$ cat src/cwos_pkg.sv
// constants and types shared by the configuration word option block
package cwos_pkg;

  // ----------------------------------------------------------------
  // clock and timing
  // ----------------------------------------------------------------
  localparam int unsigned CLK_PERIOD_NS = 10;
  localparam int unsigned POWERUP_HOLD_TIMER_DELAY_MS = 96;
  localparam int unsigned POWERUP_HOLD_TIMER_CYCLES = (POWERUP_HOLD_TIMER_DELAY_MS * 1000000) / CLK_PERIOD_NS;
  localparam int unsigned OST_TOSC_PERIODS = 1024;
  localparam int unsigned OST_CYCLES = OST_TOSC_PERIODS;  // one device clock per oscillator period
  localparam int unsigned WDT_BASE_TICKS = 64;
  localparam logic [3:0] WDT_SHIFT_PS01 = 4'h0;
  localparam logic [3:0] WDT_SHIFT_PS10 = 4'h4;
  localparam logic [3:0] WDT_SHIFT_PS11 = 4'h8;
  localparam logic [15:0] TMR_OVF_VALUE = 16'hffff;  // wraps after 65536 periods

  // ----------------------------------------------------------------
  // configuration address map and layout
  // ----------------------------------------------------------------
  localparam logic [15:0] CFG_LOW_BASE = 16'hfe00;
  localparam logic [15:0] CFG_HIGH_BASE = 16'hfe08;
  localparam logic [15:0] CFG_LAST = 16'hfe0f;
  localparam logic [15:0] CFG_CELLS_RESET = 16'hffff;  // blank part, all unprogrammed
  localparam logic [15:0] CFG_IMPL_MASK = 16'hc05f;    // eight real cells
  localparam logic [7:0] TBL_HIGH_FILL = 8'hff;
  localparam int unsigned POS_OSC0 = 0;
  localparam int unsigned POS_WDT0 = 2;
  localparam int unsigned POS_PM0 = 4;
  localparam int unsigned POS_PM1 = 6;
  localparam int unsigned POS_BOD = 14;
  localparam int unsigned POS_PM2 = 15;

  // ----------------------------------------------------------------
  // encodings
  // ----------------------------------------------------------------
  typedef enum logic [2:0] {
    CWOS_PM_MICROPROC = 3'b111,
    CWOS_PM_MICROCTL = 3'b110,
    CWOS_PM_EXTENDED = 3'b101,
    CWOS_PM_CODE_PROT = 3'b000
  } cwos_mode_e;

  typedef enum logic [1:0] {
    CWOS_OSC_EXTERNAL_CLOCK_IN = 2'b11,
    CWOS_OSC_CRYSTAL_RESONATOR = 2'b10,
    CWOS_OSC_RC = 2'b01,
    CWOS_OSC_LOWPOWER_CRYSTAL = 2'b00
  } cwos_osc_e;

  localparam logic [1:0] WDT_CODE_OFF = 2'b00;

endpackage : cwos_pkg

$ cat src/cwos_hold_timer.sv
// reload-and-count-down hold timer used for start-up delays
`timescale 1ns/10ps
module cwos_hold_timer #(
  parameter int unsigned CYCLES = 1024,
  parameter bit RUN_AT_RESET = 1'b1
) (
  // clock and reset
  input wire logic clk_sys,
  input wire logic rst_n,
  // control
  input wire logic start,
  // status
  output logic busy
);

  localparam int unsigned W = $clog2(CYCLES + 1);
  localparam logic [W-1:0] LOAD = W'(CYCLES);
  localparam logic [W-1:0] IDLE = '0;

  logic [W-1:0] remain;

  // a reset loads the full count so the hold begins at release
  always_ff @(posedge clk_sys) begin
    if (!rst_n) begin
      remain <= RUN_AT_RESET ? LOAD : IDLE;
    end else if (start) begin
      remain <= LOAD;
    end else if (remain != IDLE) begin
      remain <= remain - W'(1);
    end
  end

  assign busy = (remain != IDLE);

endmodule : cwos_hold_timer

$ cat src/cwos_config.sv
// configuration word cells, table access, option latches, start-up timers, watchdog and sleep
`timescale 1ns/10ps
module cwos_config
  import cwos_pkg::*;
#(
  parameter int unsigned POWERUP_HOLD_TIMER_HOLD_CYCLES = POWERUP_HOLD_TIMER_CYCLES
) (
  // clock and reset
  input wire logic clk_sys,
  input wire logic rst_n,
  // pins from outside the clock domain
  input wire logic master_clear_prog_pin,
  input wire logic prog_voltage_pin,
  input wire logic wdt_osc_clk,
  // table access from the core
  input wire logic table_read_instr,
  input wire logic table_write_instr,
  input wire logic [15:0] table_addr,
  output logic [7:0] table_latch_low,
  output logic [7:0] table_latch_high,
  output logic table_read_done,
  // core events
  input wire logic brownout_reset,
  input wire logic sleep_instr,
  input wire logic clear_wdt_instr,
  input wire logic enabled_irq,
  // option controls
  output logic [2:0] opt_proc_mode,
  output logic opt_brownout_detect_enable,
  output logic [1:0] opt_watchdog_scale,
  output logic [1:0] opt_osc_select,
  // device state
  output logic device_reset,
  output logic asleep,
  output logic timeout_flag
);

  // ----------------------------------------------------------------
  // helpers
  // ----------------------------------------------------------------
  function automatic logic in_cfg_range(input logic [15:0] a);
    in_cfg_range = (a >= CFG_LOW_BASE) && (a <= CFG_LAST);
  endfunction : in_cfg_range

  function automatic logic [3:0] wdt_shift(input logic [1:0] code);
    unique case (code)
      2'b11: wdt_shift = WDT_SHIFT_PS11;
      2'b10: wdt_shift = WDT_SHIFT_PS10;
      2'b01: wdt_shift = WDT_SHIFT_PS01;
      2'b00: wdt_shift = WDT_SHIFT_PS01;
    endcase
  endfunction : wdt_shift

  // ----------------------------------------------------------------
  // pin synchronisers
  // ----------------------------------------------------------------
  logic [1:0] mclr_sync;
  logic [1:0] vpp_sync;
  logic [2:0] wdt_osc_sync;

  // two stages before any logic; wdt clock keeps a third for edge detect
  always_ff @(posedge clk_sys) begin
    if (!rst_n) begin
      mclr_sync <= 2'h3;
      vpp_sync <= 2'h0;
      wdt_osc_sync <= 3'h0;
    end else begin
      mclr_sync <= {mclr_sync[0], master_clear_prog_pin};
      vpp_sync <= {vpp_sync[0], prog_voltage_pin};
      wdt_osc_sync <= {wdt_osc_sync[1:0], wdt_osc_clk};
    end
  end

  logic ext_reset;
  logic prog_volt;
  logic wdt_tick;
  assign ext_reset = !mclr_sync[1];
  assign prog_volt = vpp_sync[1] && mclr_sync[1];
  assign wdt_tick = wdt_osc_sync[1] && !wdt_osc_sync[2];

  // ----------------------------------------------------------------
  // configuration cells
  // ----------------------------------------------------------------
  logic [15:0] cells;
  logic cfg_hit;
  logic cfg_write;
  assign cfg_hit = in_cfg_range(table_addr);
  assign cfg_write = table_write_instr && cfg_hit && prog_volt;

  // one-time cells: a write only ever clears a bit, the data is ignored
  always_ff @(posedge clk_sys) begin
    if (!rst_n) begin
      cells <= CFG_CELLS_RESET;
    end else if (cfg_write && CFG_IMPL_MASK[table_addr[3:0]]) begin
      cells[table_addr[3:0]] <= 1'b0;
    end
  end

  logic [7:0] low_byte;
  logic [7:0] high_byte;
  // unimplemented positions read as ones
  assign low_byte = cells[7:0] | ~CFG_IMPL_MASK[7:0];
  assign high_byte = cells[15:8] | ~CFG_IMPL_MASK[15:8];

  // ----------------------------------------------------------------
  // table read path
  // ----------------------------------------------------------------
  cwos_mode_e live_mode;
  logic mode_maps_cfg;
  logic cfg_read;
  assign live_mode = cwos_mode_e'({cells[POS_PM2], cells[POS_PM1], cells[POS_PM0]});
  assign mode_maps_cfg = (live_mode == CWOS_PM_MICROCTL) || (live_mode == CWOS_PM_CODE_PROT);
  assign cfg_read = table_read_instr && cfg_hit && (mode_maps_cfg || prog_volt);

  // latches change only on a served read; other addresses belong to program memory
  always_ff @(posedge clk_sys) begin
    if (!rst_n) begin
      table_latch_low <= 8'h00;
      table_latch_high <= 8'h00;
      table_read_done <= 1'b0;
    end else begin
      table_read_done <= cfg_read;
      if (cfg_read) begin
        table_latch_low <= table_addr[3] ? high_byte : low_byte;
        table_latch_high <= TBL_HIGH_FILL;
      end
    end
  end

  // ----------------------------------------------------------------
  // start-up timers and reset hold
  // ----------------------------------------------------------------
  logic powerup_hold_timer_busy;
  logic ost_busy;
  logic ost_start;
  logic hold;
  logic wake_irq;
  logic wdt_fire;
  logic crystal_mode;

  assign crystal_mode = (opt_osc_select == CWOS_OSC_CRYSTAL_RESONATOR) ||
                        (opt_osc_select == CWOS_OSC_LOWPOWER_CRYSTAL);
  // brown-out restarts the oscillator wait; power-up is covered by the reset load
  assign ost_start = (brownout_reset && opt_brownout_detect_enable) ||
                     (asleep && wake_irq && crystal_mode);

  // power-up delay only runs from the power-on reset itself
  cwos_hold_timer #(.CYCLES(POWERUP_HOLD_TIMER_HOLD_CYCLES), .RUN_AT_RESET(1'b1)) u_powerup_hold_timer (
    .clk_sys(clk_sys),
    .rst_n(rst_n),
    .start(1'b0),
    .busy(powerup_hold_timer_busy)
  );

  cwos_hold_timer #(.CYCLES(OST_CYCLES), .RUN_AT_RESET(1'b1)) u_ost (
    .clk_sys(clk_sys),
    .rst_n(rst_n),
    .start(ost_start),
    .busy(ost_busy)
  );

  assign hold = powerup_hold_timer_busy || ost_busy || ext_reset;

  // options follow the cells only while the device is held in reset
  always_ff @(posedge clk_sys) begin
    if (!rst_n) begin
      opt_proc_mode <= 3'h7;
      opt_brownout_detect_enable <= 1'b1;
      opt_watchdog_scale <= 2'h3;
      opt_osc_select <= 2'h3;
    end else if (hold) begin
      opt_proc_mode <= live_mode;
      opt_brownout_detect_enable <= cells[POS_BOD];
      opt_watchdog_scale <= cells[POS_WDT0 +: 2];
      opt_osc_select <= cells[POS_OSC0 +: 2];
    end
  end

  // ----------------------------------------------------------------
  // watchdog and plain timer
  // ----------------------------------------------------------------
  logic wdt_on;
  logic [15:0] wdt_cnt;
  logic [15:0] wdt_limit;
  logic [15:0] tmr_cnt;
  logic tmr_ovf;
  logic wdt_clear;
  assign wdt_on = (opt_watchdog_scale != WDT_CODE_OFF);
  assign wdt_limit = 16'(WDT_BASE_TICKS) << wdt_shift(opt_watchdog_scale);
  assign wdt_clear = hold || sleep_instr || clear_wdt_instr || (asleep && wake_irq);
  assign wdt_fire = wdt_on && wdt_tick && (wdt_cnt == wdt_limit - 16'h1) && !wdt_clear;
  assign tmr_ovf = !wdt_on && !asleep && !hold && (tmr_cnt == TMR_OVF_VALUE);

  // watchdog counts its own oscillator ticks, so it keeps running in sleep
  always_ff @(posedge clk_sys) begin
    if (!rst_n) begin
      wdt_cnt <= 16'h0;
    end else if (wdt_clear || wdt_fire) begin
      wdt_cnt <= 16'h0;
    end else if (wdt_on && wdt_tick) begin
      wdt_cnt <= wdt_cnt + 16'h1;
    end
  end

  // plain timer on device clock; frozen while asleep
  always_ff @(posedge clk_sys) begin
    if (!rst_n) begin
      tmr_cnt <= 16'h0;
    end else if (hold || wdt_on || clear_wdt_instr) begin
      tmr_cnt <= 16'h0;
    end else if (!asleep) begin
      tmr_cnt <= tmr_cnt + 16'h1;
    end
  end

  // overflow or time-out clears the flag; overflow wins over a same-cycle set, which masks a time-out
  always_ff @(posedge clk_sys) begin
    if (!rst_n) begin
      timeout_flag <= 1'b1;
    end else if (tmr_ovf || wdt_fire) begin
      timeout_flag <= 1'b0;
    end else if (clear_wdt_instr || sleep_instr) begin
      timeout_flag <= 1'b1;
    end
  end

  // ----------------------------------------------------------------
  // sleep and device reset
  // ----------------------------------------------------------------
  assign wake_irq = enabled_irq;

  always_ff @(posedge clk_sys) begin
    if (!rst_n) begin
      asleep <= 1'b0;
    end else if (ext_reset || wdt_fire || wake_irq || hold) begin
      asleep <= 1'b0;
    end else if (sleep_instr) begin
      asleep <= 1'b1;
    end
  end

  // a watchdog reset is a pulse; it does not wait for the next hold
  always_ff @(posedge clk_sys) begin
    if (!rst_n) begin
      device_reset <= 1'b1;
    end else begin
      device_reset <= hold || wdt_fire;
    end
  end
endmodule : cwos_config

$ cat config.mk
export PLATFORM = sky130hd
export DESIGN_NAME = cwos_config
export DESIGN_NICKNAME = d
export VERILOG_FILES = /design/src/cwos_pkg.sv /design/src/cwos_hold_timer.sv /design/src/cwos_config.sv
export SDC_FILE = /design/constraint.sdc
export NUM_CORES = 1
export LEC_CHECK = 0
export CAP_MARGIN = 40
export CORE_MARGIN = 1.5
export CORE_UTILIZATION = 60
export DETAILED_ROUTE_END_ITERATION = 12
export DONT_BUFFER_PORTS = 1
export PLACE_DENSITY = 0.73
export SYNTH_ARGS = -nofsm -noshare
export SYNTH_HDL_FRONTEND = slang
export SYNTH_SLANG_ARGS = --single-unit
$ cat constraint.sdc
create_clock -name clk_sys -period 2.75 [get_ports clk_sys]
set_clock_uncertainty 0.15 [all_clocks]
set_input_delay 0.6875 -clock clk_sys [delete_from_list [all_inputs] [get_ports clk_sys]]
set_output_delay 0.6875 -clock clk_sys [all_outputs]
set_load 0.02 [all_outputs]
==> results of run 1 <==
## metrics by stage
stage / total power [mW] / hold slack (ns) / area (um^2) / utilization
after floorplan: 1.911 / 0.2363 / 4538 / -
after global placement: 1.953 / 0.2675 / 4582 / 0.6283
after CTS: 2.936 / 0.2144 / 4808 / 0.6594
after detailed placement: 1.966 / 0.2721 / 4602 / 0.6311
final: 2.905 / 0.2343 / 4808 / 0.6594
after global routing: 3.048 / 0.2066 / 4808 / 0.6594
## cell type report
class                      instances  area, um^2
clock inverter                     4       55.05
fill                             649        2484
tap                               99       123.9
inverter                          11       41.29
sequential                       102        2043
multi-input combinational        368        2298
clock buffer                      11       151.4
timing repair buffer              11       95.09
## critical path: stages (launching register included)
cell and delay (ns):
dfxtp_1 0.37, nor4_1 0.45, nand4_2 0.24, nor4_4 0.46
buf_4 0.30, nand2_4 0.07, or2_1 0.21
## where the power goes
part	total, mW	internal, mW	switching [mW]
Combinational	0.326	0.152	0.174
Clock	0.969	0.470	0.498
Sequential	1.61	1.54	0.0690
Total	2.91	2.16	0.741
## logic make-up (layout without fill, tap and decap cells)
| kind of cell | count (synthesis) | after routing | synth area share |
|---|---|---|---|
| simple gates | 238 | 238 | 0.2754 |
| flops | 102 | 102 | 0.4500 |
| compound gates | 58 | 58 | 0.08327 |
| xor+xnor | 54 | 54 | 0.1042 |
| buf+inv | 37 | 37 | 0.04356 |
| mux | 12 | 12 | 0.02702 |
| fa+ha+maj | 6 | 6 | 0.01654 |
## how the worst max path moves through the flow
stage	start	end	cells after the start
6_report	u_powerup_hold_timer.remain[8]	device_reset	6
3_3_place_gp	u_powerup_hold_timer.remain[2]	device_reset	6
2_1_floorplan	table_addr[7]	table_latch_low[4]	6
4_1_cts	u_powerup_hold_timer.remain[8]	asleep	6
5_1_grt	u_powerup_hold_timer.remain[8]	opt_watchdog_scale[1]	6
3_5_place_dp	u_powerup_hold_timer.remain[8]	device_reset	6
## flip-flops by register name (all words and copies together) (netlist names), 3 cells and up
register,cells
u_ost.remain,11
tmr_cnt,16
cells,8
opt_proc_mode,3
table_latch_low,8
wdt_osc_sync,3
u_powerup_hold_timer.remain,24
wdt_cnt,16
## layout by cell type (no fill, tap or decap), drive strengths merged, types with 2 or more instances in the layout
cell / netlist / final
nor4b: 2 / 2
nand2: 57 / 57
nand3: 24 / 24
or3: 9 / 9
dfxtp: 102 / 102
mux2i: 10 / 10
mux2: 2 / 2
and2: 5 / 5
a211oi: 7 / 7
nor4: 15 / 15
xnor2: 19 / 19
inv: 10 / 11
nand4b: 4 / 4
nand3b: 6 / 6
and3: 4 / 4
a211o: 2 / 2
xor2: 35 / 35
o21ai: 13 / 13
or2: 3 / 3
clkbuf: 13 / 11
nor2: 73 / 73
o21bai: 5 / 5
ha: 6 / 6
nor3: 5 / 5
a21oi: 19 / 19
clkinv: 1 / 2
nor2b: 3 / 3
or4: 6 / 6
nand2b: 5 / 5
buf: 13 / 11
nand4: 12 / 12
o31ai: 5 / 5
and4: 4 / 4
## routing by layer
| metal | share of wire | routed length [um] | track usage | up-vias |
|---|---|---|---|---|
| met5 | 0 | 0 | 0 | - |
| met4 | 0.011 | 98 | 0.05952 | 0 |
| met3 | 0.040 | 337 | 0.05584 | 10 |
| met2 | 0.48 | 4051 | 0.3613 | 49 |
| met1 | 0.47 | 4035 | 0.2996 | 1606 |
| li1 | - | - | - | 1729 |
==> reports/results.ini, run 1 <==
[routing]
drtAntennaViolNets=0
wl_per_cell_um=14.06
first_iter_violations=202
drc_errors=0
vias=3394
first_pass_iters=4
drt-total-wl_um=8522
viasPerCell=5.601

[worst_hold_path]
hold_depth=1
holdCritStartpoint=enabled_irq
hold_end=asleep
hp-class=input pin to flop

[clocking]
cts-resized-gates=0
cts_buffers=9
cts.clk_slew.worst_paths_ns=0.09
post_cts_buffers=0
hold_buffers=0
cts_root_buffer=clkbuf_8
cts_max_level=3
cts_tree=done
clock_latency_ns=0.36
cts_buffer_depth=2
clock_sinks=102

[timing]
setup-tns-final_ns=0
finalHoldViolCount=0
fin_crit_sh=0.8581
rsz0062_at_grt=no
drv_slew=0
period_needed_ns=2.360
maxSlewHeadroom=0.5990
max_slew.worst_pin.slew_ns=0.5931
setup_violations=0
clock.fmax_mhz=423.8
fin_ws_ns=0.3902

[floorplanning]
dieWidth_um=89.97
num_rows=31
die_height_um=89.97
io_pins=55
initial_core_util=0.6223
core_mm2=0.007292
dieArea_mm2=0.008095

[pwr]
power_density_mw_per_mm2=604.2
power_leakage_nw=1.734
max-vdd-ir-drop_v=0.0004517

[critical_path]
crit_required_ns=2.86
reg2reg_to=device_reset
startpoint_type=flop
crit_path_max_fanout=9
rrSetupSlack_ns=0.39
end_kind=flop
reg2reg_from=u_powerup_hold_timer.remain[8]
reg2reg_depth=6
worstSetupPathType=flop to flop
cp_data_arrival_time_ns=2.47

[synthesis]
ys_seq_area_frac=0.4500
postSynthCellCount=507
postSynthNetCount=540
yosysWarnings=0
synth_top_area_share=0.4500
yosysTopAreaCell=dfxtp_1
synth_area_mm2=0.004538
synthArstFlopShare=0
avgSynthCellArea_um2=8.951
synth_most_common_cell=dfxtp_1
yosys.cell_types.count=51
synth_edf_count=0
synth_area_leaders=dfxtp_1 (45%), xor2_1 (6.8%), nor2_1 (6.0%)
ys_ff_latch=102
synth_common_cells=dfxtp_1 (102), nor2_1 (73), nand2_1 (56)
synth_flop_cell=dfxtp_1

[global_routing]
grt_pass1_vias=3149
grt_pass1_wl_um=14840
grt_max_degree=38
grt_use_total=0.2237
antenna_found_initial=0
grt.overflow.total=0

[finish]
final_nets=536
syn2layout_area_growth_pct=5.955
drive_gt1_frac=0.08087
antenna_cells=0
instances_no_fill=606

[placement]
place.gp.congestion=0.7993
dpl.hpwl_um=5997
pre_cts_ws_ns=0.4073
io_buffers=0
dpl.cell_count=591

[run_status]
status=completed

[flow_run]
maxCapViolations=0

Note: power is estimated with default switching activity, not from simulation.
==> run 2, diff against run 1 <==
--- a/config.mk
+++ b/config.mk
@@ -5,6 +5,7 @@
 export SDC_FILE = /design/constraint.sdc
 export NUM_CORES = 1
 export LEC_CHECK = 0
+export ABC_AREA = 1
 export CAP_MARGIN = 40
 export CORE_MARGIN = 1.5
 export CORE_UTILIZATION = 60
==> run 2 against run 1 <==
Net effect: sequential power hardly changed; final area is 7.1% higher; power is 0.56% lower; setup slack better by 0.28 ns; fmax is 13% higher; worst hold slack better by 0.019 ns; flip-flop and latch count stayed put; area after synthesis is 8.7% higher; sequential share of layout area is 2.8 points lower; combinational power is 8.0% higher; count of clock-buffer cells in the layout stayed put; via count is 24% higher; highest routed layer unchanged.
==> reports/results.ini, run 2 <==
[placement]
dpl.cell_count=777  ; +31%
place.gp.congestion=0.9252  ; +16%
dpl.hpwl_um=7542  ; +26%
io_buffers=0  ; unchanged
placed_area_mm2=0.004954  ; +7.6%

[critical_path]
cp_data_arrival_time_ns=2.21  ; -0.26 ns
cp_top_family=simple AND/OR/NAND/NOR gates
crit_required_ns=2.88  ; +0.02 ns
crit_path_top_delay_cell=dfxtp_1
end_kind=flop
max_stage_delay_ns=0.35  ; -0.11 ns
rrSetupSlack_ns=0.67  ; +0.28 ns
startpoint_type=flop
crit_path_max_fanout=15  ; +6
crit_buf_inv=1  ; unchanged
worstSetupPathType=flop to flop
worstPathCellList=inv_1 > ha_1 > nand3_1 > nor2_1 > nand3_2 > nor2_4 > nand4_4 > nor3_1

[synthesis]
synth_compound_area_frac=0.08168  ; -0.001580
synth_top_family_by_area=simple AND/OR/NAND/NOR gates
yosys.cell_types.count=37  ; -27%
synth_area_mm2=0.004932  ; +8.7%
postSynthCellCount=693  ; +37%
synth_top_area_share=0.4140  ; -0.03596
synth_common_cells=nand2_1 (144), nor2_1 (117), dfxtp_1 (102)
synthArstFlopShare=0  ; unchanged
postSynthNetCount=726  ; +34%
synthAdderAreaFrac=0.01522  ; -0.001322
synthMuxAreaShare=0  ; -0.02702
yosys.area_share.simple=0.3620  ; +0.08656
synth_edf_count=0  ; unchanged
ys_ff_latch=102  ; unchanged
synth_most_common_cell=nand2_1
synth_xor_xnor_area_share=0.04972  ; -0.05450
yosysTopAreaCell=dfxtp_1
ys_seq_area_frac=0.4140  ; -0.03596
yosysWarnings=0  ; unchanged
synth_flop_cell=dfxtp_1
synth_area_leaders=dfxtp_1 (41%), nand2_1 (11%), nor2_1 (8.9%)
avgSynthCellArea_um2=7.117  ; -20%

[run_status]
status=completed

[floorplanning]
core_mm2=0.007848  ; +7.6%
dieArea_mm2=0.008773  ; +8.4%
die_height_um=93.67  ; +4.1%
num_rows=32  ; +3.2%
io_pins=55  ; unchanged
dieWidth_um=93.67  ; +4.1%
initial_core_util=0.6285  ; +0.006167

[routing]
drt-total-wl_um=10100  ; +19%
first_pass_iters=4  ; unchanged
drtAntennaViolNets=0  ; unchanged
viasPerCell=5.310  ; -5.2%
first_iter_violations=197  ; -2.5%
drc_errors=0  ; unchanged
wl_per_cell_um=12.74  ; -9.4%
vias=4211  ; +24%

[pwr]
switching_share=0.2734  ; +0.01819
intPower_mw=2.099  ; -3.0%
max-vdd-ir-drop_v=0.0003710  ; -18%
seqPwrFrac=0.548  ; -0.006
power_leakage_nw=2.076  ; +20%
p_clk_frac=0.330  ; -0.003
power_density_mw_per_mm2=560.8  ; -7.2%
total_power_mw=2.889  ; -0.56%
comb_power_share=0.122  ; +0.010
p_sw_mw=0.7898  ; +6.5%

[global_routing]
grt_pass1_wl_um=16940  ; +14%
grt_pass1_vias=3903  ; +24%
antenna_found_initial=0  ; unchanged
grt.overflow.total=0  ; unchanged
grt_max_degree=49  ; +29%
grt_use_total=0.2428  ; +0.01913

[flow_run]
maxCapViolations=0  ; unchanged

[clocking]
post_cts_buffers=0  ; unchanged
cts_buffers=9  ; unchanged
cts_root_buffer=clkbuf_8
clock_sinks=102  ; unchanged
hold_buffers=0  ; unchanged
cts_buffer_depth=2  ; unchanged
cts-resized-gates=0  ; unchanged
clock_latency_ns=0.36  ; about the same
cts.clk_slew.worst_paths_ns=0.10  ; about the same
cts_tree=done
cts_max_level=3  ; unchanged

[worst_hold_path]
hp-class=input pin to flop

[finish]
final_nets=719  ; +34%
largest_register_ffs=24  ; unchanged
instances_no_fill=793  ; +31%
syn2layout_area_growth_pct=4.439
antenna_cells=0  ; unchanged
layout_common_cells=nand2_1 (144), nor2_1 (117), dfxtp_1 (101), inv_1 (68), nand3_1 (46)
largest_registers=u_powerup_hold_timer.remain (24), tmr_cnt (16), wdt_cnt (16)
regMostFlops=u_powerup_hold_timer.remain
drive_gt1_frac=0.08538  ; +0.004516
final_common_cell=nand2_1
fin_area_mm2=0.005151  ; +7.1%

[timing]
setup_violations=0  ; unchanged
fin_crit_sh=0.7567  ; -0.1014
maxSlewHeadroom=0.6441  ; +0.04511
rsz0062_at_grt=no
period_needed_ns=2.081  ; -0.2790 ns
clock.fmax_mhz=480.6  ; +13%
finalHoldViolCount=0  ; unchanged
drv_slew=0  ; unchanged
max_slew.worst_pin.slew_ns=0.5332  ; -0.05990 ns
setup-tns-final_ns=0  ; unchanged

run 2: final timing paths:
path	from	end	cells past startpoint
max	u_powerup_hold_timer.remain[0]	tmr_cnt[0]	8
max reg2reg	u_powerup_hold_timer.remain[0]	tmr_cnt[0]	8
min	rst_n	cells[1]	1
min reg2reg	mclr_sync[0]	mclr_sync[1]	1
run 2: area by class of cell:
cell class / count / area, um^2
Inverter: 71 / 266.5
Clock buffer: 11 / 141.4
Timing Repair Buffer: 1 / 7.507
Sequential cell: 102 / 2043
Clock inverter: 5 / 56.30
Multi-Input combinational cell: 501 / 2509
Fill cell: 714 / 2696
Tap cell: 102 / 127.6
run 2: logic make-up after synthesis:
group | Yosys count
AND/OR/NAND/NOR | 393
buffers and inverters | 90
adder cells (fa/ha/maj) | 6
AO/OA/AOI/OAI | 74
flip-flops | 102
XOR/XNOR | 28
run 2: through the flow:
step / util / setup WS, ns / hold slack (ns)
after floorplan: - / 0.8056 / 0.2405
after global placement: 0.6312 / 0.6114 / 0.2468
after detailed placement: 0.6312 / 0.5762 / 0.2472
after CTS: 0.6564 / 0.6701 / 0.2320
after global routing: 0.6564 / 0.4698 / 0.2326
final: 0.6564 / 0.6692 / 0.2535
run 2: power by group through the flow:
stage	clock network [mW]	logic, mW	registers [mW]
floorplan	0	0.298	1.60
global placement	0	0.341	1.61
detailed placement	0	0.346	1.62
CTS	0.981	0.350	1.58
global route	1.04	0.410	1.59
finish	0.954	0.352	1.58
run 2: layer usage:
layer  up-vias  global-route usage  wire length, um
met2        86              0.4245             4861
met4         0             0.06095              121
met1      1920              0.2968             4515
li1       2194                   -                -
met3        11             0.06230              604
met5         -                   0                0
